$ cat config.mk
export PLATFORM = sky130hd
export DESIGN_NAME = crs_remote_slot
export DESIGN_NICKNAME = d
export VERILOG_FILES = /design/src/design/crs_pkg.sv /design/src/design/crs_remote_slot.sv /design/src/design/crs_lowest_first.sv
export VERILOG_INCLUDE_DIRS = /design/src /design/src/design
export SDC_FILE = /design/constraint.sdc
export NUM_CORES = 2
export LEC_CHECK = 0
export BUFFER_PORTS_ARGS = -buffer_cell sky130_fd_sc_hd__buf_2
export CORE_AREA = 2 2 414 416
export DETAILED_ROUTE_END_ITERATION = 7
export DIE_AREA = 0 0 416 418
export SYNTH_ARGS = -nofsm -noshare
export SYNTH_HDL_FRONTEND = slang
export SYNTH_SLANG_ARGS = --single-unit
$ cat constraint.sdc
create_clock -name clock -period 7.8 [get_ports clock]
set_clock_uncertainty 0.1 [all_clocks]
set_input_delay 0.39 -clock clock [delete_from_list [all_inputs] [get_ports clock]]
set_output_delay 0.39 -clock clock [all_outputs]
set_load 0.005 [all_outputs]
$ cat src/design/crs_map.svh
`ifndef CRS_MAP_SVH
`define CRS_MAP_SVH

// ----------------------------------------
// geometry
// ----------------------------------------
`define CRS_NSLOT 16
`define CRS_SLOT_W 4
`define CRS_ID_W 29
`define CRS_DLC_W 4
`define CRS_TS_W 16

// ----------------------------------------
// slot control values and fields
// ----------------------------------------
`define CRS_CTRL_ARM 8'h60
`define CRS_CTRL_ARM_NOREPLY 8'h70
`define CRS_CTRL_INH_BIT 4
`define CRS_FIFO_FIRST 4'he

// ----------------------------------------
// reset values
// ----------------------------------------
`define CRS_RST_VEC 16'h0000
`define CRS_RST_TS 16'h0000
`define CRS_RST_SLOT 4'h0

`endif

$ cat src/design/crs_pkg.sv
`include "crs_map.svh"

package crs_pkg;

	typedef enum logic [1:0] {
		SL_IDLE,
		SL_ARMED,
		SL_TX_PEND,
		SL_TX_BUSY
	} crs_slot_st_t;

	typedef enum logic {
		PH_IDLE,
		PH_WRITE
	} crs_phase_t;

	typedef struct packed {
		logic remote;
		logic ext;
		logic [`CRS_ID_W-1:0] id;
		logic [`CRS_DLC_W-1:0] dlc;
	} crs_frame_t;

	typedef struct packed {
		logic [`CRS_NSLOT-1:0][`CRS_ID_W-1:0] id;
		logic [`CRS_NSLOT-1:0] ext;
		logic [`CRS_NSLOT-1:0][`CRS_DLC_W-1:0] dlc;
		logic [`CRS_NSLOT-1:0][`CRS_TS_W-1:0] ts;
		crs_slot_st_t [`CRS_NSLOT-1:0] st;
		logic [`CRS_NSLOT-1:0] tip;
		logic [`CRS_NSLOT-1:0] tf;
		logic [`CRS_NSLOT-1:0] ra;
		logic [`CRS_NSLOT-1:0] inh;
		logic [`CRS_NSLOT-1:0] irq_st;
		crs_phase_t phase;
		logic [`CRS_SLOT_W-1:0] cur;
		logic [`CRS_SLOT_W-1:0] tx_slot;
		logic tx_busy;
		logic tx_start;
		logic irq_req;
		logic [`CRS_TS_W-1:0] tsc;
	} crs_state_t;

endpackage

$ cat src/design/crs_remote_slot.sv
`timescale 1ns/1ps
`include "crs_map.svh"

module crs_remote_slot
	import crs_pkg::*;
(
	input wire logic clock,
	input wire logic rst_n,
	input wire logic cfg_wr,
	input wire logic [`CRS_SLOT_W-1:0] cfg_slot,
	input wire logic [7:0] cfg_ctrl,
	input wire logic [`CRS_ID_W-1:0] cfg_id,
	input wire logic cfg_ext,
	input wire logic [`CRS_ID_W-1:0] id_mask,
	input wire logic mailbox_fifo_mode,
	input wire logic [`CRS_NSLOT-1:0] slot_int_enable,
	input wire logic [`CRS_NSLOT-1:0] slot_irq_clear,
	input wire logic [`CRS_NSLOT-1:0] abort_request,
	input wire logic rx_valid,
	input wire crs_frame_t rx_frame,
	input wire logic intermission,
	input wire logic tx_done,
	input wire logic tx_fail,
	output logic [`CRS_NSLOT-1:0] transfer_in_progress,
	output logic [`CRS_NSLOT-1:0] transfer_finished,
	output logic [`CRS_NSLOT-1:0] remote_active,
	output logic [`CRS_NSLOT-1:0] slot_irq_status,
	output logic irq_request,
	output logic tx_start,
	output logic [`CRS_SLOT_W-1:0] tx_slot,
	output crs_frame_t tx_frame,
	output logic [`CRS_NSLOT-1:0][`CRS_ID_W-1:0] slot_id,
	output logic [`CRS_NSLOT-1:0][`CRS_DLC_W-1:0] slot_dlc,
	output logic [`CRS_NSLOT-1:0][`CRS_TS_W-1:0] slot_time_stamp
);

	crs_state_t state_reg;
	crs_state_t state_next;
	logic [`CRS_NSLOT-1:0] rx_hit_vec;
	logic [`CRS_NSLOT-1:0] tx_pend_vec;
	logic rx_hit;
	logic [`CRS_SLOT_W-1:0] rx_idx;
	logic tx_hit;
	logic [`CRS_SLOT_W-1:0] tx_idx;
	logic reply_ok;
	logic cfg_take;
	logic rx_take;
	logic tx_take;

	// ----------------------------------------
	// per slot acceptance test
	// ----------------------------------------
	generate
		for (genvar g = 0; g < `CRS_NSLOT; g++) begin : g_slot
			assign rx_hit_vec[g] = (state_reg.st[g] == SL_ARMED) &&
				rx_frame.remote &&
				(rx_frame.ext == state_reg.ext[g]) &&
				(((rx_frame.id ^ state_reg.id[g]) & id_mask) == '0);
			assign tx_pend_vec[g] = (state_reg.st[g] == SL_TX_PEND);
		end
	endgenerate

	// search from slot 0 upward, first match takes the frame
	crs_lowest_first u_rx_pick (
		.req(rx_hit_vec),
		.found(rx_hit),
		.idx(rx_idx)
	);

	crs_lowest_first u_tx_pick (
		.req(tx_pend_vec),
		.found(tx_hit),
		.idx(tx_idx)
	);

	assign rx_take = rx_valid && rx_hit && (state_reg.phase == PH_IDLE);
	assign tx_take = intermission && tx_hit && !state_reg.tx_busy;
	// busy slots refuse software writes until the engine lets go
	assign cfg_take = cfg_wr && !state_reg.tip[cfg_slot] &&
		!(state_reg.phase == PH_WRITE && state_reg.cur == cfg_slot);
	// fifo tail slots receive but never answer
	assign reply_ok = !state_reg.inh[state_reg.cur] &&
		!(mailbox_fifo_mode && state_reg.cur >= `CRS_FIFO_FIRST);

	// ----------------------------------------
	// next state
	// ----------------------------------------
	always_comb begin
		state_next = state_reg;
		state_next.tsc = state_reg.tsc + 1'b1;
		state_next.tx_start = 1'b0;
		state_next.irq_req = 1'b0;
		state_next.irq_st = state_reg.irq_st & ~slot_irq_clear;

		if (cfg_take) begin
			state_next.id[cfg_slot] = cfg_id;
			state_next.ext[cfg_slot] = cfg_ext;
			state_next.tf[cfg_slot] = 1'b0;
			if (cfg_ctrl == `CRS_CTRL_ARM ||
				cfg_ctrl == `CRS_CTRL_ARM_NOREPLY) begin
				state_next.st[cfg_slot] = SL_ARMED;
				state_next.ra[cfg_slot] = 1'b1;
				state_next.inh[cfg_slot] = cfg_ctrl[`CRS_CTRL_INH_BIT];
			end else begin
				state_next.st[cfg_slot] = SL_IDLE;
				state_next.ra[cfg_slot] = 1'b0;
				state_next.inh[cfg_slot] = 1'b0;
			end
		end

		unique case (state_reg.phase)
			PH_IDLE: begin
				// no match: frame dropped, nothing written
				if (rx_take) begin
					state_next.phase = PH_WRITE;
					state_next.cur = rx_idx;
					state_next.tip[rx_idx] = 1'b1;
					state_next.tf[rx_idx] = 1'b1;
					// whole id kept; low part undefined for standard frames
					state_next.id[rx_idx] = rx_frame.id;
					state_next.dlc[rx_idx] = rx_frame.dlc;
					state_next.ts[rx_idx] = state_reg.tsc;
				end
			end
			PH_WRITE: begin
				state_next.phase = PH_IDLE;
				state_next.tip[state_reg.cur] = 1'b0;
				state_next.ra[state_reg.cur] = 1'b0;
				state_next.tf[state_reg.cur] = 1'b0;
				state_next.irq_st[state_reg.cur] = 1'b1;
				state_next.irq_req = slot_int_enable[state_reg.cur];
				if (reply_ok) begin
					state_next.st[state_reg.cur] = SL_TX_PEND;
				end else begin
					state_next.st[state_reg.cur] = SL_IDLE;
				end
			end
		endcase

		if (tx_take) begin
			state_next.tx_busy = 1'b1;
			state_next.tx_start = 1'b1;
			state_next.tx_slot = tx_idx;
			state_next.tip[tx_idx] = 1'b1;
			state_next.st[tx_idx] = SL_TX_BUSY;
		end else if (state_reg.tx_busy && tx_done) begin
			state_next.tx_busy = 1'b0;
			state_next.tip[state_reg.tx_slot] = 1'b0;
			state_next.tf[state_reg.tx_slot] = 1'b1;
			state_next.irq_st[state_reg.tx_slot] = 1'b1;
			state_next.ts[state_reg.tx_slot] = state_reg.tsc;
			// a receive write ending in this cycle keeps its request
			state_next.irq_req = state_next.irq_req |
				slot_int_enable[state_reg.tx_slot];
			state_next.st[state_reg.tx_slot] = SL_IDLE;
		end else if (state_reg.tx_busy && tx_fail) begin
			state_next.tx_busy = 1'b0;
			state_next.tip[state_reg.tx_slot] = 1'b0;
			// retried at a later intermission unless software aborts
			if (abort_request[state_reg.tx_slot]) begin
				state_next.st[state_reg.tx_slot] = SL_IDLE;
			end else begin
				state_next.st[state_reg.tx_slot] = SL_TX_PEND;
			end
		end
	end

	// ----------------------------------------
	// state register
	// ----------------------------------------
	always_ff @(posedge clock or negedge rst_n) begin
		if (!rst_n) begin
			state_reg <= '0;
		end else begin
			state_reg <= state_next;
		end
	end

	// ----------------------------------------
	// outputs
	// ----------------------------------------
	assign transfer_in_progress = state_reg.tip;
	assign transfer_finished = state_reg.tf;
	assign remote_active = state_reg.ra;
	assign slot_irq_status = state_reg.irq_st;
	assign irq_request = state_reg.irq_req;
	assign tx_start = state_reg.tx_start;
	assign tx_slot = state_reg.tx_slot;
	assign tx_frame.remote = 1'b0;
	assign tx_frame.ext = state_reg.ext[state_reg.tx_slot];
	assign tx_frame.id = state_reg.id[state_reg.tx_slot];
	assign tx_frame.dlc = state_reg.dlc[state_reg.tx_slot];
	assign slot_id = state_reg.id;
	assign slot_dlc = state_reg.dlc;
	assign slot_time_stamp = state_reg.ts;
endmodule // crs_remote_slot

$ cat src/design/crs_lowest_first.sv
`timescale 1ns/1ps
`include "crs_map.svh"

// ----------------------------------------
// lowest set bit wins
// ----------------------------------------
module crs_lowest_first (
	input wire logic [`CRS_NSLOT-1:0] req,
	output logic found,
	output logic [`CRS_SLOT_W-1:0] idx
);

	always_comb begin
		found = |req;
		idx = `CRS_RST_SLOT;
		// walk downward so the smallest index is written last
		for (int i = `CRS_NSLOT - 1; i >= 0; i--) begin
			if (req[i]) begin
				idx = i[`CRS_SLOT_W-1:0];
			end
		end
	end

endmodule // crs_lowest_first

==> impl_metrics.py <==
metrics = {
    "status": {
        "status": "completed",
    },
    "yosys": {
        "synth.distinct_cells": 86,
        "synth_fp_nets": 6045,
        "synth-edff-count": 0,
        "synth_compound_area_frac": 0.1010,
        "synth_area_mm2": 0.06304,
        "synth_warnings": 0,
        "synthMuxAreaShare": 0.2389,
        "synth_top_family_by_area": "multiplexers",
        "ys_seq_area_frac": 0.3731,
        "synthAdderAreaFrac": 0.0001985,
        "synthXorXnorAreaFrac": 0.06905,
        "ys_ff_latch": 940,
        "syn_area_per_cell_um2": 10.72,
        "synthFlopType": "dfrtp_1",
        "synthSimpleGateAreaFrac": 0.07407,
        "async_flop_share": 1.000,
        "syn_inst": 5882,
    },
    "power": {
        "swShare": 0.4479,
        "cellPowerDensity_mw_per_mm2": 356.9,
        "combPwrFrac": 0.409,
        "seqPwrFrac": 0.357,
        "peakVddDrop_v": 0.0002558,
        "clkPwrFrac": 0.235,
        "netSwitchingPower_w": 0.01092,
        "p_int_w": 0.01346,
        "power.leakage_nw": 33.91,
    },
    "hold_path": {
        "hp-class": "input pin to flip-flop",
    },
    "route": {
        "vias": 52829,
        "drt_wl_total_um": 361500,
        "route.antenna.remaining_nets": 0,
        "via_per_inst": 6.422,
        "drtIter0Drc": 7995,
        "firstDrtPassIters": 6,
        "route.detailed.drc": 0,
        "avgRoutedWirePerCell_um": 43.94,
    },
    "final_layout": {
        "area_growth_syn_to_layout_pct": 8.375,
        "finalNonFillerCells": 8226,
        "final_nets": 6050,
        "largest_reg_flops": 464,
        "drive_gt1_frac": 0.3813,
    },
    "global_routing": {
        "grt_max_degree": 186,
        "top_usage_layer": "met2",
        "overflow": 0,
        "use_met3": 0.1126,
        "met1_usage": 0.5045,
        "globalRouteMet2Util": 0.6081,
        "grt_pass1_wl_um": 476900,
        "grt_antenna_before_repair": 42,
        "grt_util_all_layers": 0.4024,
        "first_global_vias": 49896,
    },
    "clock_network": {
        "cts_tree": "done",
        "cts_setup_buffers": 0,
        "path_clk_slew_ns": 0.06,
        "cts.sinks": 940,
        "clock_path_buffers": 3,
        "cts_max_level": 3,
        "root_buffer": "clkbuf_16",
        "cts_buffers": 110,
        "clock_latency_ns": 0.84,
    },
    "critical_path": {
        "cp_slowest_cell": "or4_2",
        "crit_family": "simple AND/OR/NAND/NOR gates",
        "worstSetupPathType": "flip-flop to flip-flop",
        "critPathLaunchType": "flip-flop",
        "cp_cell_sequence": "xor2_1 > a22oi_1 > nand4_1 > nor4_1 > buf_4 > nor4_2 > nand3_1 > or4_2 > a211o_4 > buf_4 > nor2_1 > a21oi_1 > dlygate4sd3_1",
        "path_buf_inv": 3,
        "max_stage_delay_ns": 1.14,
        "crit_fanout": 37,
        "cp_common_cell": "buf_4",
        "end_kind": "flip-flop",
        "required_ns": 8.36,
        "arrival_ns": 7.16,
    },
    "place": {
        "place_inst": 7921,
        "gp_congestion": 1.113,
        "hpwl_um": 275200,
        "io_buffer_count": 1049,
    },
    "timing": {
        "finalCriticalPeriod_ns": 6.603,
        "tightestPinTransition_ns": 1.402,
        "fin_tns_setup_ns": 0,
        "max_freq_mhz": 151.4,
        "hold_violations": 0,
        "rsz0062_at_grt": "no",
        "setup_viol": 0,
        "maxSlewViolCount": 0,
        "fin_crit_sh": 0.8466,
        "worst_hold_slack_ns": 0.06407,
        "relSlewSlack": 0.05802,
    },
    "die": {
        "num_rows": 151,
        "die-width_um": 416,
        "start_util": 0.3728,
        "fp.dieH_um": 418,
        "dieArea_mm2": 0.1739,
        "io_pins": 1051,
        "design.core.area_mm2": 0.1691,
    },
    "job": {
        "cap_violations": 0,
    },
}
-- metal layers --
layer	vias to the layer above	part of all wire
met5	-	0.00048
met4	22	0.078
met3	882	0.10
met2	4009	0.44
met1	27530	0.38
li1	20386	-
-- what timing repair did --
action / 4_1_cts / 5_1_grt
hold endpoints to repair: 380 / 0
hold buffers: 72 / 0
resized for setup: 0 / 0
-- layout by cell type (no fill, tap or decap), types with 72 or more instances in the layout --
cell,netlist,layout
nor3_1,120,118
dfrtp_1,940,936
buf_2,100,1048
mux2_2,576,576
nor4_1,84,81
mux2i_1,293,293
nand2_1,192,182
buf_4,881,142
a21oi_1,320,320
dlygate4sd3_1,0,72
nor2_1,211,211
xor2_1,485,485
mux2_1,73,73
nand4_1,133,133
clkbuf_16,0,111
mux4_2,194,194
a22oi_1,448,448
-- synthesized netlist by cell type (6+ instances only) --
library cell	count	area share
a21oi_1	320	0.025
a22oi_1	448	0.053
a31o_2	13	0.0018
a31oi_1	22	0.0022
and2_1	9	0.00089
and3_1	11	0.0011
buf_1	58	0.0035
buf_2	100	0.0079
buf_4	881	0.10
buf_6	40	0.0071
clkbuf_1	299	0.018
dfrtp_1	940	0.37
inv_1	31	0.0018
mux2_1	73	0.013
mux2_2	576	0.10
mux2_4	30	0.0071
mux2i_1	293	0.047
mux4_2	194	0.069
nand2_1	192	0.011
nand2b_1	29	0.0029
nand3_1	41	0.0033
nand4_1	133	0.013
nor2_1	211	0.013
nor2b_1	19	0.0019
nor3_1	120	0.0095
nor4_1	84	0.0083
nor4_2	7	0.0014
o211ai_1	7	0.00083
o21a_1	30	0.0036
o21ai_0	54	0.0043
o311ai_0	6	0.00083
o31ai_1	9	0.0011
or2_2	8	0.00079
or3_1	9	0.00089
xnor2_1	12	0.0017
xor2_1	485	0.067
-- tightest hold or removal path, stage by stage --
cell and delay (ns):
buf_2 0.29, nor2_1 0.17, a21oi_1 0.05
-- through the flow --
step,setup WS [ns],util,power (W),area [µm²]
after floorplan,4.066,-,0.01379,63040
after detailed placement,1.422,0.3759,0.01816,63560
after CTS,1.451,0.4036,0.02392,68250
after global placement,1.437,0.3759,0.01810,63560
final,1.197,0.4041,0.02438,68320
after global routing,1.264,0.4039,0.02480,68290
-- area by class of cell --
type / instances / area, µm²
multi-input cells: 3528 / 30600
repair buffers: 1273 / 7247
flip-flops and latches: 940 / 23540
inverters: 34 / 127.6
well taps: 2218 / 2775
diodes: 28 / 70.07
clock buffers: 152 / 3192
fillers: 16377 / 100800
clock inverters: 53 / 778.2
-- cell families (layout without fill, tap and decap cells) --
family,count (synthesis),in the layout
buffers and inverters,1414,1512
muxes,1166,1166
AOI/OAI and AO/OA,956,956
DFF,940,940
and+or+nand+nor,907,907
xor gates and xnor gates,497,497
adders and majority gates,1,1
other,1,29
-- final timing paths --
kind                                            from                   end  slack (ns)  depth (start not counted)
min in group asynchronous                      rst_n          slot_id[111]        0.13                          2
worst max-delay path                    slot_id[102]          slot_id[397]        1.20                         13
worst min-delay path                    rx_frame[29]          slot_id[228]        0.06                          3
max in group asynchronous                      rst_n   slot_time_stamp[62]        5.37                          4
worst max register to register          slot_id[102]          slot_id[397]        1.20                         13
worst min register to register  slot_time_stamp[159]  slot_time_stamp[159]        0.38                          1
-- power by group through the flow --
stage                     combinational [W]  clock (W)  sequential [W]
final                               0.00996    0.00572         0.00870
after floorplan                     0.00670          0         0.00709
after global routing                 0.0102    0.00594         0.00864
after CTS                           0.00965    0.00574         0.00853
after detailed placement            0.00956          0         0.00860
after global placement              0.00953          0         0.00857
Note: power is estimated with default switching activity, not from simulation.
